**src/verilog/tmrc_pkg.sv**
```systemverilog
/*
  Constants shared by the timer control block: special function register
  addresses, bit positions, reset values, interrupt vector addresses and
  the prescaler count.
  Assumes a core that addresses special function registers with 8 bits and
  reports interrupt vectoring with a 16-bit program address.
*/
package tmrc_pkg;

  // ----------------------------------------------------------------------
  // Register addresses
  // ----------------------------------------------------------------------
  localparam logic [7:0] ADDR_IRQ_CONTROL = 8'h88;
  localparam logic [7:0] ADDR_MODE = 8'h89;
  localparam logic [7:0] ADDR_CLOCK_CONTROL = 8'h8E;
  localparam logic [7:0] TMR_LOW_ADDR [2] = '{8'h8A, 8'h8B};
  localparam logic [7:0] TMR_HIGH_ADDR [2] = '{8'h8C, 8'h8D};

  // ----------------------------------------------------------------------
  // Reset values
  // ----------------------------------------------------------------------
  localparam logic [7:0] CONTROL_RESET = 8'h00;
  localparam logic [7:0] MODE_RESET = 8'h00;
  localparam logic [7:0] CLOCK_CONTROL_RESET = 8'h00;
  localparam logic [7:0] TIMER_BYTE_RESET = 8'h00;
  localparam logic [7:0] READ_IDLE = 8'h00;
  localparam logic PIN_IDLE = 1'b1;

  // ----------------------------------------------------------------------
  // Bit positions, index 0 is timer/interrupt A, index 1 is B
  // ----------------------------------------------------------------------
  localparam int TMR_OVF_BIT [2] = '{5, 7};
  localparam int TMR_RUN_BIT [2] = '{4, 6};
  localparam int EXT_FLAG_BIT [2] = '{1, 3};
  localparam int EXT_EDGE_BIT [2] = '{0, 2};
  localparam int TMR_GATE_BIT [2] = '{3, 7};
  localparam int TMR_CT_BIT [2] = '{2, 6};
  localparam int TMR_MODE_LSB [2] = '{0, 4};
  localparam int TMR_CLK_BIT [2] = '{3, 4};

  // ----------------------------------------------------------------------
  // Interrupt vector addresses
  // ----------------------------------------------------------------------
  localparam logic [15:0] EXT_VEC [2] = '{16'h0003, 16'h0013};
  localparam logic [15:0] TMR_VEC [2] = '{16'h000B, 16'h001B};

  // ----------------------------------------------------------------------
  // Counting
  // ----------------------------------------------------------------------
  localparam logic [3:0] PRESCALE_LAST = 4'hB;
  localparam logic [3:0] PRESCALE_RESET = 4'h0;
  localparam logic [4:0] LOW_FIELD_MAX = 5'h1F;
  localparam logic [4:0] LOW_FIELD_ONE = 5'h01;
  localparam logic [4:0] LOW_FIELD_ZERO = 5'h00;
  localparam logic [7:0] HIGH_MAX = 8'hFF;
  localparam logic [7:0] HIGH_ONE = 8'h01;

  typedef enum logic [1:0] {
    MODE_13BIT = 2'b00,
    MODE_16BIT = 2'b01,
    MODE_RELOAD = 2'b10,
    MODE_SPLIT = 2'b11
  } tmrc_mode_e;

endpackage

```
**src/verilog/tmrc_pin_sync.sv**
```systemverilog
/*
  Two-stage synchroniser for one external pin with falling edge detection.
  Assumes the pin is asynchronous to core_clk_in and idles high.
*/
`timescale 1ns/1ps
module tmrc_pin_sync (
  input wire logic core_clk_in,
  input wire logic rst_in,
  input wire logic ce_in,
  input wire logic pin_in,
  output logic level_out,
  output logic fall_out
);

  logic meta_q, meta_d, sync_q, sync_d, prev_q, prev_d;

  always_comb begin
    meta_d = pin_in;
    sync_d = meta_q;
    prev_d = sync_q;
  end

  always_ff @(posedge core_clk_in or posedge rst_in) begin
    if (rst_in) begin
      meta_q <= tmrc_pkg::PIN_IDLE;
      sync_q <= tmrc_pkg::PIN_IDLE;
      prev_q <= tmrc_pkg::PIN_IDLE;
    end else if (ce_in) begin
      meta_q <= meta_d;
      sync_q <= sync_d;
      prev_q <= prev_d;
    end
  end

  // Each high-to-low transition gives one pulse
  assign level_out = sync_q;
  assign fall_out = prev_q & ~sync_q;

endmodule

```
**src/verilog/tmrc_counter13.sv**
```systemverilog
/*
  One timer: low and high byte, counting in the 13-bit mode only.
  Assumes the caller supplies a one-cycle increment request and byte writes
  from the special function register bus.
*/
`timescale 1ns/1ps
module tmrc_counter13 (
  input wire logic core_clk_in,
  input wire logic rst_in,
  input wire logic ce_in,
  input wire logic inc_in,
  input wire tmrc_pkg::tmrc_mode_e mode_in,
  input wire logic low_wr_in,
  input wire logic high_wr_in,
  input wire logic [7:0] wdata_in,
  output logic [7:0] low_out,
  output logic [7:0] high_out,
  output logic overflow_out
);

  logic [7:0] low_q, low_d, high_q, high_d;
  logic ovf;

  always_comb begin
    low_d = low_q;
    high_d = high_q;
    ovf = 1'b0;
    if (low_wr_in) begin
      low_d = wdata_in;
    end
    if (high_wr_in) begin
      high_d = wdata_in;
    end
    // Software writes win over counting; other modes hold their count
    if (inc_in && mode_in == tmrc_pkg::MODE_13BIT && !low_wr_in && !high_wr_in) begin
      // Upper low-byte bits keep whatever was written
      if (low_q[4:0] == tmrc_pkg::LOW_FIELD_MAX) begin
        low_d = {low_q[7:5], tmrc_pkg::LOW_FIELD_ZERO};
        high_d = high_q + tmrc_pkg::HIGH_ONE;
        ovf = (high_q == tmrc_pkg::HIGH_MAX);
      end else begin
        low_d = {low_q[7:5], low_q[4:0] + tmrc_pkg::LOW_FIELD_ONE};
      end
    end
  end

  always_ff @(posedge core_clk_in or posedge rst_in) begin
    if (rst_in) begin
      low_q <= tmrc_pkg::TIMER_BYTE_RESET;
      high_q <= tmrc_pkg::TIMER_BYTE_RESET;
    end else if (ce_in) begin
      low_q <= low_d;
      high_q <= high_d;
    end
  end

  assign low_out = low_q;
  assign high_out = high_q;
  assign overflow_out = ovf;

endmodule

```
**src/verilog/tmrc_timer_ctrl.sv**
```systemverilog
/*
  Control and status for two timers and two external interrupt flags:
  control, mode and clock control registers, prescaler, pin synchronisers,
  gating and the two 13-bit counters.
  Assumes the core writes registers with a one-cycle strobe and signals
  interrupt vectoring with a one-cycle pulse and the vector address.
*/
`timescale 1ns/1ps

module tmrc_timer_ctrl (
  input wire logic core_clk_in,
  input wire logic rst_in,
  input wire logic ce_in,
  input wire logic [7:0] sfr_addr_in,
  input wire logic sfr_wr_in,
  input wire logic sfr_rd_in,
  input wire logic [7:0] sfr_wdata_in,
  output logic [7:0] sfr_rdata_out,
  input wire logic vector_ack_in,
  input wire logic [15:0] vector_addr_in,
  input wire logic ext_irq_a_pin_in,
  input wire logic ext_irq_b_pin_in,
  input wire logic count_input_a_in,
  input wire logic count_input_b_in,
  output logic timer_a_irq_out,
  output logic timer_b_irq_out,
  output logic ext_irq_a_irq_out,
  output logic ext_irq_b_irq_out
);

  // ----------------------------------------------------------------------
  // Declarations
  // ----------------------------------------------------------------------
  logic [7:0] ctl_q, ctl_d, mode_q, mode_d, clkctl_q, clkctl_d;
  logic [7:0] rdata_q, rdata_d;
  logic [3:0] pre_q, pre_d;
  logic pre_tick, ctl_wr;
  logic [3:0] pins, pin_level, pin_fall;
  logic [1:0] ext_level, ext_fall, cnt_fall;
  logic [1:0] tmr_inc, tmr_ovf, low_wr, high_wr;
  logic [7:0] tmr_low [2];
  logic [7:0] tmr_high [2];
  tmrc_pkg::tmrc_mode_e tmr_mode [2];

  function automatic logic ack_hit(input logic ack, input logic [15:0] addr, input logic [15:0] vec);
    ack_hit = ack && (addr == vec);
  endfunction

  // ----------------------------------------------------------------------
  // Pin synchronisers
  // ----------------------------------------------------------------------
  assign pins = {count_input_b_in, count_input_a_in, ext_irq_b_pin_in, ext_irq_a_pin_in};

  generate
    for (genvar p = 0; p < 4; p++) begin : g_sync
      tmrc_pin_sync u_sync (
        .core_clk_in(core_clk_in),
        .rst_in(rst_in),
        .ce_in(ce_in),
        .pin_in(pins[p]),
        .level_out(pin_level[p]),
        .fall_out(pin_fall[p])
      );
    end
  endgenerate

  assign ext_level = pin_level[1:0];
  assign ext_fall = pin_fall[1:0];
  assign cnt_fall = pin_fall[3:2];

  // ----------------------------------------------------------------------
  // Prescaler, one tick every twelve clocks
  // ----------------------------------------------------------------------
  assign pre_tick = (pre_q == tmrc_pkg::PRESCALE_LAST);

  always_comb begin
    pre_d = pre_tick ? tmrc_pkg::PRESCALE_RESET : pre_q + 4'h1;
  end

  always_ff @(posedge core_clk_in or posedge rst_in) begin
    if (rst_in) begin
      pre_q <= tmrc_pkg::PRESCALE_RESET;
    end else if (ce_in) begin
      pre_q <= pre_d;
    end
  end

  // ----------------------------------------------------------------------
  // Timers
  // ----------------------------------------------------------------------
  generate
    for (genvar t = 0; t < 2; t++) begin : g_tmr
      logic run_gate, src_tick;
      assign tmr_mode[t] = tmrc_pkg::tmrc_mode_e'(mode_q[tmrc_pkg::TMR_MODE_LSB[t] +: 2]);
      assign low_wr[t] = sfr_wr_in && (sfr_addr_in == tmrc_pkg::TMR_LOW_ADDR[t]);
      assign high_wr[t] = sfr_wr_in && (sfr_addr_in == tmrc_pkg::TMR_HIGH_ADDR[t]);
      // Run bit, optionally gated by the interrupt pin level
      assign run_gate = ctl_q[tmrc_pkg::TMR_RUN_BIT[t]] &&
                        (!mode_q[tmrc_pkg::TMR_GATE_BIT[t]] || ext_level[t]);
      // Event counting or clock counting at full or twelfth rate
      assign src_tick = mode_q[tmrc_pkg::TMR_CT_BIT[t]] ? cnt_fall[t] :
                        (clkctl_q[tmrc_pkg::TMR_CLK_BIT[t]] ? 1'b1 : pre_tick);
      assign tmr_inc[t] = run_gate && src_tick;

      tmrc_counter13 u_cnt (
        .core_clk_in(core_clk_in),
        .rst_in(rst_in),
        .ce_in(ce_in),
        .inc_in(tmr_inc[t]),
        .mode_in(tmr_mode[t]),
        .low_wr_in(low_wr[t]),
        .high_wr_in(high_wr[t]),
        .wdata_in(sfr_wdata_in),
        .low_out(tmr_low[t]),
        .high_out(tmr_high[t]),
        .overflow_out(tmr_ovf[t])
      );
    end
  endgenerate

  // ----------------------------------------------------------------------
  // Control, mode and clock control registers
  // ----------------------------------------------------------------------
  assign ctl_wr = sfr_wr_in && (sfr_addr_in == tmrc_pkg::ADDR_IRQ_CONTROL);

  always_comb begin
    ctl_d = ctl_q;
    mode_d = mode_q;
    clkctl_d = clkctl_q;
    if (ctl_wr) begin
      ctl_d = sfr_wdata_in;
    end
    if (sfr_wr_in && sfr_addr_in == tmrc_pkg::ADDR_MODE) begin
      mode_d = sfr_wdata_in;
    end
    if (sfr_wr_in && sfr_addr_in == tmrc_pkg::ADDR_CLOCK_CONTROL) begin
      clkctl_d = sfr_wdata_in;
    end
    for (int i = 0; i < 2; i++) begin
      // Vectoring clears, overflow sets, set wins
      if (ack_hit(vector_ack_in, vector_addr_in, tmrc_pkg::TMR_VEC[i])) begin
        ctl_d[tmrc_pkg::TMR_OVF_BIT[i]] = 1'b0;
      end
      if (tmr_ovf[i]) begin
        ctl_d[tmrc_pkg::TMR_OVF_BIT[i]] = 1'b1;
      end
      if (ctl_q[tmrc_pkg::EXT_EDGE_BIT[i]]) begin
        // Edge mode: software or vectoring clears, falling edge sets
        if (ack_hit(vector_ack_in, vector_addr_in, tmrc_pkg::EXT_VEC[i])) begin
          ctl_d[tmrc_pkg::EXT_FLAG_BIT[i]] = 1'b0;
        end
        if (ext_fall[i]) begin
          ctl_d[tmrc_pkg::EXT_FLAG_BIT[i]] = 1'b1;
        end
      end else begin
        // Level mode: flag tracks the low pin, writes have no effect
        ctl_d[tmrc_pkg::EXT_FLAG_BIT[i]] = ~ext_level[i];
      end
    end
  end

  always_ff @(posedge core_clk_in or posedge rst_in) begin
    if (rst_in) begin
      ctl_q <= tmrc_pkg::CONTROL_RESET;
      mode_q <= tmrc_pkg::MODE_RESET;
      clkctl_q <= tmrc_pkg::CLOCK_CONTROL_RESET;
    end else if (ce_in) begin
      ctl_q <= ctl_d;
      mode_q <= mode_d;
      clkctl_q <= clkctl_d;
    end
  end

  // ----------------------------------------------------------------------
  // Read data, registered and held until the next read
  // ----------------------------------------------------------------------
  always_comb begin
    rdata_d = rdata_q;
    if (sfr_rd_in) begin
      rdata_d = tmrc_pkg::READ_IDLE;
      if (sfr_addr_in == tmrc_pkg::ADDR_IRQ_CONTROL) begin
        rdata_d = ctl_q;
      end
      if (sfr_addr_in == tmrc_pkg::ADDR_MODE) begin
        rdata_d = mode_q;
      end
      if (sfr_addr_in == tmrc_pkg::ADDR_CLOCK_CONTROL) begin
        rdata_d = clkctl_q;
      end
      for (int i = 0; i < 2; i++) begin
        if (sfr_addr_in == tmrc_pkg::TMR_LOW_ADDR[i]) begin
          rdata_d = tmr_low[i];
        end
        if (sfr_addr_in == tmrc_pkg::TMR_HIGH_ADDR[i]) begin
          rdata_d = tmr_high[i];
        end
      end
    end
  end

  always_ff @(posedge core_clk_in or posedge rst_in) begin
    if (rst_in) begin
      rdata_q <= tmrc_pkg::READ_IDLE;
    end else if (ce_in) begin
      rdata_q <= rdata_d;
    end
  end

  assign sfr_rdata_out = rdata_q;
  assign timer_a_irq_out = ctl_q[tmrc_pkg::TMR_OVF_BIT[0]];
  assign timer_b_irq_out = ctl_q[tmrc_pkg::TMR_OVF_BIT[1]];
  assign ext_irq_a_irq_out = ctl_q[tmrc_pkg::EXT_FLAG_BIT[0]];
  assign ext_irq_b_irq_out = ctl_q[tmrc_pkg::EXT_FLAG_BIT[1]];
endmodule

```
**config.mk**
```make
export PLATFORM = sky130hd
export DESIGN_NAME = tmrc_timer_ctrl
export DESIGN_NICKNAME = d
export VERILOG_FILES = /design/src/verilog/tmrc_pkg.sv /design/src/verilog/tmrc_pin_sync.sv /design/src/verilog/tmrc_counter13.sv /design/src/verilog/tmrc_timer_ctrl.sv
export SDC_FILE = /design/constraint.sdc
export NUM_CORES = 1
export LEC_CHECK = 0
export BUFFER_PORTS_ARGS = -buffer_cell sky130_fd_sc_hd__buf_2
export CELL_PAD_IN_SITES_DETAIL_PLACEMENT = 0
export CELL_PAD_IN_SITES_GLOBAL_PLACEMENT = 1
export CORE_ASPECT_RATIO = 0.9
export CORE_MARGIN = 3
export CORE_UTILIZATION = 46
export DETAILED_ROUTE_END_ITERATION = 12
export PLACE_DENSITY = 0.77
export RECOVER_POWER = 25
export SYNTH_ARGS = -nofsm -noshare
export SYNTH_HDL_FRONTEND = slang
export SYNTH_HIERARCHICAL = 1
export SYNTH_SLANG_ARGS = --single-unit
```
**constraint.sdc**
```tcl
create_clock -name core_clk_in -period 2.8 [get_ports core_clk_in]
set_input_delay 0.28 -clock core_clk_in [delete_from_list [all_inputs] [get_ports core_clk_in]]
set_output_delay 0.28 -clock core_clk_in [all_outputs]
set_load 0.01 [all_outputs]
```
-- Word-level counts from Yosys, hierarchy flattened
Index checks and enable logic that the tools add are counted.
- flip-flop bits (word level): 80
- input bits: 42
- output and inout bits: 12
- logic and storage cells: 146
- add/subtract/negate cells: 5
- eq/ne operators: 18
- reduce and logical (&&, ||, !) cells: 47
- multiplexer cells: 39
- bitwise logic cells: 10
- operator list (operator ; count):
    $mux 8 ; 18
    $eq 8x8->1 const B ; 9
    $eq 16x5->1 const B ; 2
    $logic_and 1x1->1 ; 21
    $reduce_and 2->1 ; 10
    $mux 1 ; 18
    $add 8x1->8 const B ; 2
    $eq 16x2->1 const B ; 1
    $eq 16x4->1 const B ; 1
    $add 5x1->5 const B ; 2
    $eq 5x5->1 const B ; 2
    $mux 5 ; 2
    $ne 4x1->1 const B ; 2
    $logic_not 1->1 ; 6
    $not 1->1 ; 6
    $reduce_and 3->1 ; 2
    $reduce_bool 3->1 ; 2
    $add 4x1->4 const B ; 1
    $and 1x1->1 ; 4
    $eq 4x4->1 const B ; 1
    $logic_not 2->1 ; 2
    $mux 4 ; 1
    $reduce_bool 2->1 ; 2
    $logic_or 1x1->1 ; 2

-- Depth between registers and ports, before layout
Gate-level depths: netlist of run 1.
- depth in word-level cells: 10
- depth in mapped cells: 11
- gate-level depth less buffers: 8

-- Hierarchy
The synthesis of run 1 kept the hierarchy.
- by module, submodules not included (module ; area each (um^2) ; cells each ; sequential area each (um^2) ; times used):
    tmrc_timer_ctrl ; 2275.9 ; 233 ; 900.9 ; 1
    tmrc_counter13 (g_tmr[1].u_cnt) ; 998.5 ; 104 ; 400.4 ; 1
    tmrc_counter13 (g_tmr[0].u_cnt) ; 979.7 ; 101 ; 400.4 ; 1
    tmrc_pin_sync ; 122.6 ; 8 ; 78.8 ; 4

-- Worst setup path before layout of run 1
Ideal clock, no wire load.
- path kind: input port to flip-flop
- from: input sfr_addr_in[0]
- to: register g_tmr[1].u_cnt.high_q[3]
- required time: 2674 ps
- arrival: 2251 ps
- buffers on the path: 3
- setup time: 126 ps
- stages: 10
- path slack: 423 ps
- cell sequence: clkbuf_2 > and3b_1 > and3_2 > clkbuf_1 > and2_1 > clkbuf_1 > nor2b_1 > and3_1 > o21ai_0 > a221o_1
- cells in the longest elaborated chain, start to end: 6
- elaborated cells between the ends (all ways): 11
- those cells by class: eq/ne: 2; mux: 3; reduce/logical: 6
- ends and longest elaborated chain (what ; RTL line ; text):
    start: declaration ; tmrc_timer_ctrl.sv:14 ; input wire logic [7:0] sfr_addr_in,
    $eq 8x8->1 ; tmrc_timer_ctrl.sv:95 ; assign low_wr[t] = sfr_wr_in && (sfr_addr_in == tmrc_pkg::TMR_LOW_ADDR[t]);
    $logic_and 1x1->1 ; tmrc_timer_ctrl.sv:95 ;
    via low_wr[1] ; tmrc_timer_ctrl.sv:40 ; logic [1:0] tmr_inc, tmr_ovf, low_wr, high_wr;
    $logic_not 1->1 ; tmrc_counter13.sv:35 ; if (inc_in && mode_in == tmrc_pkg::MODE_13BIT && !low_wr_in && !high_wr_in) begin
    $logic_and 1x1->1 (2 in a row) ; tmrc_counter13.sv:35 ;
    $mux 8 ; tmrc_counter13.sv:35 ;
    end signal: assignment ; tmrc_counter13.sv:50 ; high_q <= tmrc_pkg::TIMER_BYTE_RESET;
    end signal: assignment ; tmrc_counter13.sv:53 ; high_q <= high_d;
    end: declaration ; tmrc_counter13.sv:21 ; logic [7:0] low_q, low_d, high_q, high_d;
The timed path passes the listed nets, and every way through them passes these cells.
A chain may end at the register's enable or synchronous reset.

-- Final worst setup path of run 1
- from: register pre_q[0]
- to: register g_tmr[1].u_cnt.high_q[0]
- cells in the longest elaborated chain, start to end: 8
- ends and longest elaborated chain (what ; RTL line ; text):
    start: declaration ; tmrc_timer_ctrl.sv:36 ; logic [3:0] pre_q, pre_d;
    start signal: assignment ; tmrc_timer_ctrl.sv:82 ; pre_q <= tmrc_pkg::PRESCALE_RESET;
    start signal: assignment ; tmrc_timer_ctrl.sv:84 ; pre_q <= pre_d;
    $eq 4x4->1 ; tmrc_timer_ctrl.sv:74 ; assign pre_tick = (pre_q == tmrc_pkg::PRESCALE_LAST);
    $mux 1 ; tmrc_timer_ctrl.sv:102 ; (clkctl_q[tmrc_pkg::TMR_CLK_BIT[t]] ? 1'b1 : pre_tick);
    $mux 1 ; tmrc_timer_ctrl.sv:101 ; assign src_tick = mode_q[tmrc_pkg::TMR_CT_BIT[t]] ? cnt_fall[t] :
    $logic_and 1x1->1 ; tmrc_timer_ctrl.sv:103 ; assign tmr_inc[t] = run_gate && src_tick;
    via tmr_inc[1] ; tmrc_timer_ctrl.sv:40 ;
    $logic_and 1x1->1 (3 in a row) ; tmrc_counter13.sv:35 ;
    $mux 8 ; tmrc_counter13.sv:35 ;
The timed path passes the listed nets, and every way through them passes these cells.

==> impl_metrics.py, run 1 <==
metrics = {
    "status": {
        "status": "finished, violations left",
        "violations": "capacitance limit, slew limit",
    },
    "critical_path": {
        "cp_slowest_cell": "or4b_4",
        "crit_path_end_kind": "flip-flop",
        "cp.arrival_ps": 2760,
        "path_cells": "ha_1 -> nand3b_1 -> nor3b_1 -> a211oi_1 -> or4b_4 -> nor3b_2 -> o21ai_0 -> a22o_1",
        "critPathRequiredTime_ps": 3030,
        "crit_type": "flip-flop to flip-flop",
        "path_max_fanout": 7,
        "critPathBufInv": 0,
        "cp-start-kind": "flip-flop",
        "path_delay_family": "simple AND/OR/NAND/NOR gates",
        "crit_path_max_incr_delay_ps": 590,
    },
    "place": {
        "io_buffers": 53,
        "post_dp_cell_area_um2": 5132,
        "dp_hpwl_um": 9590,
        "gp_congestion": 0.9113,
    },
    "floorplan": {
        "fp-row-count": 34,
        "io_pins": 54,
        "fp.dieH_um": 102.3,
        "die_w_um": 113.1,
        "dieArea_um2": 11570,
        "core_um2": 9869,
        "start_util_pct": 48.07,
    },
    "synth": {
        "syn_area_um2": 4745,
        "synth-edff-count": 0,
        "syn-num-nets": 521,
        "yosysWarnings": 6,
        "synthCells": 470,
        "synthMostInstantiatedCell": "dfrtp_1",
        "ys_seq_area_share_pct": 42.51,
        "synth_cell_type_count": 68,
        "synth-seq-cells": 80,
        "yosys-top-cells-area": "dfrtp_1 (36%), mux2_2 (9.3%), dfstp_2 (6.6%)",
        "synth_top_cells_by_count": "dfrtp_1 (68), o21ai_0 (47), mux2_2 (39)",
        "syn_avg_cell_area_um2": 10.09,
        "synth_top_area_share_pct": 35.86,
        "yosys.area.top_type": "dfrtp_1",
        "synthArstFlopShare_pct": 100.0,
        "ys.flop_type": "dfrtp_1",
    },
    "cells_and_area": {
        "fin_nets": 580,
        "multi_input_area_um2": 2535,
        "postLayoutCellArea_um2": 5500,
        "drive_gt1_share_pct": 28.65,
        "antenna_cells": 0,
        "fin_util_pct": 55.73,
        "register_area_um2": 2017,
        "syn2layout_area_growth_pct": 15.93,
        "fillers": 907,
    },
    "clocking": {
        "cts_tree": "built",
        "insertion_delay_ps": 340,
        "cts_made_buffers": 9,
        "h-tree-depth": 3,
        "cts_root_buffer": "clkbuf_16",
        "clk_path_buf_depth": 2,
        "cts_num_sinks": 80,
        "clk_pin_slew_worst_paths_ps": 70,
    },
    "route": {
        "via_count": 4009,
        "viasPerCell": 6.074,
        "drtIter0Drc": 211,
        "ant_nets": 0,
        "drc_errors": 0,
        "wire_per_inst_um": 19.98,
        "dr.pass1.iters": 5,
        "routed_wirelength_um": 13190,
    },
    "hold_path": {
        "hp-class": "primary input to async pin",
    },
    "sta": {
        "hold_violations": 0,
        "period_share_pct": 90.33,
        "period_minus_slack_ps": 2529,
        "maxSlewHeadroom_pct": -36.21,
        "finalMaxSlewViolations": 37,
        "tns_ps": 0,
        "worst_pin_slew_ps": 2043,
        "fmax_mhz": 395.4,
        "rsz0062_at_grt": "false",
        "setup_viol": 0,
        "final.setup_skew_ps": 7.134,
    },
    "power": {
        "power_mw": 3.026,
        "power_density_nw_per_um2": 550.1,
        "ir_drop_mv": 0.3276,
        "power.leakage_nw": 2.494,
    },
    "global_routing": {
        "grt_pass1_wl_um": 21270,
        "track_usage_pct": 23.98,
        "antenna_found_initial": 0,
        "grt_start_max_net_pins": 37,
        "grt_pass1_vias": 3894,
        "grt-ovfl-total": 0,
    },
    "flow_run": {
        "drv_cap": 1,
    },
}
==> path summary, 6_finish.rpt <==
kind | startpoint | endpoint | slack [ps] | depth (start not counted)
max reg2reg | pre_q[0]$_DFFE_PP0P_ | g_tmr[1].u_cnt/high_out[0]$_DFFE_PP0P_ | 270 | 8
min reg2reg | clkctl_q[2]$_DFFE_PP0P_ | clkctl_q[2]$_DFFE_PP0P_ | 500 | 1
min | rst_in | g_sync[0].u_sync/prev_q$_DFFE_PP1P_ | 130 | 2
min in group core_clk_in | count_input_a_in | g_sync[2].u_sync/meta_q$_DFFE_PP1P_ | 170 | 2
max in group asynchronous | rst_in | ctl_q[3]$_DFFE_PP0P_ | 810 | 3
max | pre_q[0]$_DFFE_PP0P_ | g_tmr[1].u_cnt/high_out[0]$_DFFE_PP0P_ | 270 | 8
==> power breakdown <==
group	internal, mW	switching (mW)
Combinational	0.165	0.198
Clock	0.808	0.492
Sequential	1.27	0.0899
Total	2.25	0.780
==> sequential cells by signal, indices dropped and copies added, names as in the netlist, 8 cells and up <==
| register | cells |
|---|---|
| clkctl_q | 8 |
| ctl_q | 8 |
| g_tmr.u_cnt/high_out | 16 |
| g_tmr.u_cnt/low_out | 16 |
| mode_q | 8 |
| sfr_rdata_out | 8 |
==> layout make-up <==
class / count / area share, %
Inverter: 19 / 1.297
Sequential cell: 80 / 36.67
Tap cell: 126 / 2.866
Timing Repair Buffer: 70 / 7.052
Clock buffer: 10 / 4.345
Clock inverter: 6 / 1.683
Multi-Input combinational cell: 349 / 46.09
==> worst reg2reg max path: stages (launching register included) <==
cell and delay [ps]:
dfrtp_1 390, ha_1 200, nand3b_1 160, nor3b_1 190, a211oi_1 300, or4b_4 590
nor3b_2 250, o21ai_0 100, a22o_1 260
==> per-stage QoR <==
| stage | setup WS (ps) | hold slack, ps | instances |
|---|---|---|---|
| after floorplan | 423.2 | 193.7 | 470 |
| after global placement | 269.9 | 412.7 | 639 |
| after detailed placement | 188.0 | 421.1 | 639 |
| after CTS | 134.4 | 51.98 | 655 |
| after global routing | 93.21 | 158.5 | 660 |
| final | 270.7 | 125.5 | 660 |
==> logic make-up (layout without fill, tap and decap cells) <==
kind of cell | Yosys count | in the layout | share of synthesized area, %
DFF | 80 | 80 | 42.51
and+or+nand+nor | 153 | 153 | 19.70
muxes | 56 | 56 | 12.84
adders and majority gates | 9 | 9 | 2.373
buffers and inverters | 41 | 105 | 4.140
AOI/OAI and AO/OA | 131 | 131 | 18.43
==> layer usage <==
metal | part of all wire (%) | GRT usage (%) | up-vias
li1 | - | - | 1873
met1 | 46 | 33.35 | 1985
met2 | 46 | 38.16 | 133
met3 | 6.1 | 4.440 | 18
met4 | 1.9 | 7.856 | 0
met5 | 0 | 0 | -
==> cells in the final DEF, fill, tap and decap left out, types with 6 or more instances in the layout <==
cell type / count
a22oi_1: 7
buf_4: 16
clkbuf_16: 9
a22o_1: 9
ha_1: 9
a21oi_1: 15
a221o_1: 6
mux2i_1: 17
nand3_1: 8
and3_1: 11
nor2_1: 27
mux2_2: 39
nor2b_1: 8
dfstp_2: 12
buf_2: 52
o21ai_0: 47
dfrtp_1: 68
nand2_1: 34
nor3_1: 17
inv_1: 19
a211oi_1: 6
and2_1: 8
==> timing repair <==
action                                  CTS  global route
buffers inserted                          0             5
hold endpoints to repair                  0             0
gates resized for setup                   0             1
endpoints found under the setup margin    0             8
hold buffers                              0             0
Note: power is estimated with default switching activity, not from simulation.
==> run 2: changes to the inputs <==
--- a/config.mk
+++ b/config.mk
@@ -5,13 +5,13 @@
 export SDC_FILE = /design/constraint.sdc
 export NUM_CORES = 1
 export LEC_CHECK = 0
-export BUFFER_PORTS_ARGS = -buffer_cell sky130_fd_sc_hd__buf_2
 export CELL_PAD_IN_SITES_DETAIL_PLACEMENT = 0
 export CELL_PAD_IN_SITES_GLOBAL_PLACEMENT = 1
 export CORE_ASPECT_RATIO = 0.9
 export CORE_MARGIN = 3
-export CORE_UTILIZATION = 46
+export CORE_UTILIZATION = 50
 export DETAILED_ROUTE_END_ITERATION = 12
+export DONT_BUFFER_PORTS = 1
 export PLACE_DENSITY = 0.77
 export RECOVER_POWER = 25
 export SYNTH_ARGS = -nofsm -noshare
==> run 2 against run 1 <==
The flow now finishes without violations. Design area shrank 8.8%. Combinational power down 31%. First-iteration DRC count up 5.2%. Maximum frequency rose by 0.41%. Clock-buffer cell count increased by 1. Critical path depth unchanged. Critical endpoint is now g_tmr[1].u_cnt/high_out[3]$_DFFE_PP0P_. Largest cell class unchanged.
==> impl_metrics.py, run 2 (synthesis results as in run 1) <==
metrics = {
    "critical_path": {
        "path_max_fanout": 10,
        "critPathRequiredTime_ps": 3050,
        "path_cells": "ha_1 -> nand3b_1 -> nor3b_1 -> a211oi_1 -> nor4b_4 -> and3_1 -> o21ai_0 -> a221o_1",
        "crit_path_end_kind": "flip-flop",
        "r2r_cells": 8,
        "cp.arrival_ps": 2770,
        "crit_type": "flip-flop to flip-flop",
        "cp_slowest_cell": "nor4b_4",
        "crit_path_max_incr_delay_ps": 540,
        "cp-start-kind": "flip-flop",
    },
    "route": {
        "via_count": 3770,
        "routed_wirelength_um": 12660,
        "wire_per_inst_um": 21.27,
        "ant_nets": 0,
        "drc_errors": 0,
        "drtIter0Drc": 222,
        "dr.pass1.iters": 5,
        "viasPerCell": 6.336,
    },
    "clocking": {
        "cts_tree": "built",
        "h-tree-depth": 3,
        "clk_path_buf_depth": 2,
        "cts_setup_buffers": 0,
        "clk_pin_slew_worst_paths_ps": 90,
        "cts_root_buffer": "clkbuf_8",
        "cts_made_buffers": 9,
        "insertion_delay_ps": 360,
        "cts_num_sinks": 80,
    },
    "floorplan": {
        "core_um2": 9166,
        "io_pins": 54,
        "dieArea_um2": 10700,
        "start_util_pct": 51.76,
        "fp.dieH_um": 98.42,
        "die_w_um": 108.7,
        "fp-row-count": 33,
    },
    "sta": {
        "fmax_mhz": 397.0,
        "worst_pin_slew_ps": 933.6,
        "period_minus_slack_ps": 2519,
        "period_share_pct": 89.97,
        "hold_violations": 0,
        "final.setup_skew_ps": 11.88,
        "finalMaxSlewViolations": 0,
        "layout_setup_ws_ps": 281.0,
        "setup_viol": 0,
        "rsz0062_at_grt": "false",
        "maxSlewHeadroom_pct": 37.76,
        "tns_ps": 0,
    },
    "global_routing": {
        "antenna_found_initial": 0,
        "grt_pass1_vias": 3732,
        "grt-ovfl-total": 0,
        "grt_start_max_net_pins": 56,
        "grt_pass1_wl_um": 20750,
        "track_usage_pct": 25.39,
    },
    "cells_and_area": {
        "drive_gt1_share_pct": 18.39,
        "fin_nets": 519,
        "postLayoutCellArea_um2": 5017,
        "mostFrequentLayoutCell": "dfrtp_1",
        "antenna_cells": 0,
        "fin_util_pct": 54.74,
        "syn2layout_area_growth_pct": 5.749,
        "final_cell_mix": "dfrtp_1 (68), o21ai_0 (47), mux2_2 (39)",
    },
    "power": {
        "power_density_nw_per_um2": 476.5,
        "power.leakage_nw": 2.166,
        "ir_drop_mv": 0.1987,
    },
    "place": {
        "io_buffers": 0,
        "post_dp_cell_area_um2": 4832,
        "gp_congestion": 0.8690,
        "dp_hpwl_um": 9156,
        "dp_worst_setup_slack_ps": 233.2,
    },
    "hold_path": {
        "hp-class": "primary input to flip-flop",
        "worstHoldPathCells": 1,
    },
    "flow_run": {
        "drv_cap": 0,
    },
    "status": {
        "status": "finished, final reports clean",
    },
}
## run 2: power breakdown
group,internal (mW),switching [mW]
clock,0.343,0.427
sequential,1.27,0.103
combinational,0.130,0.120
## run 2: final cells by class
class	count	area, um^2
fill	844	4149
multi-input combinational	349	2535
sequential	80	2017
tap	122	152.6
clock buffer	11	141.4
inverter	19	71.32
timing repair buffer	9	67.56
clock inverter	5	32.53
## run 2: path summary, 6_finish.rpt
| path | startpoint | to | slack (ps) |
|---|---|---|---|
| max in group asynchronous | rst_in | sfr_rdata_out[3]$_DFFE_PP0P_ | 1370 |
| min in group asynchronous | rst_in | g_sync[3].u_sync/prev_q$_DFFE_PP1P_ | 600 |
| min reg2reg | clkctl_q[2]$_DFFE_PP0P_ | clkctl_q[2]$_DFFE_PP0P_ | 510 |
| max reg2reg | pre_q[0]$_DFFE_PP0P_ | g_tmr[1].u_cnt/high_out[3]$_DFFE_PP0P_ | 280 |
| max | pre_q[0]$_DFFE_PP0P_ | g_tmr[1].u_cnt/high_out[3]$_DFFE_PP0P_ | 280 |
| min | ce_in | g_tmr[0].u_cnt/high_out[6]$_DFFE_PP0P_ | 30 |
## run 2: critical path, delay by kind of cell (launching register included)
| kind | cells | cell delay (ps) |
|---|---|---|
| simple gates | 4 | 1130 |
| compound gates | 3 | 700 |
| flops | 1 | 390 |
| fa+ha+maj | 1 | 200 |
## run 2: what timing repair did
action | 4_1_cts | 5_1_grt
hold buffers | 1 | 0
resized for setup | 0 | 1
setup endpoints to repair | 0 | 1
hold endpoints to repair | 80 | 0
## run 2: per-stage QoR
stage / cells / hold slack (ps) / total power, mW
final: 595 / 33.58 / 2.391
after global routing: 595 / 19.27 / 2.519
after CTS: 595 / 11.32 / 2.428
after detailed placement: 578 / 229.9 / 1.644
after global placement: 578 / 223.9 / 1.631
after floorplan: 470 / 193.7 / 1.590
## run 2: layer usage
| metal | share of wire, % | wire length (um) | global-route usage, % |
|---|---|---|---|
| met1 | 47 | 5951 | 37.15 |
| met2 | 46 | 5816 | 38.57 |
| met3 | 6.0 | 758 | 5.959 |
| met4 | 1.0 | 131 | 5.631 |
| met5 | 0 | 0 | 0 |
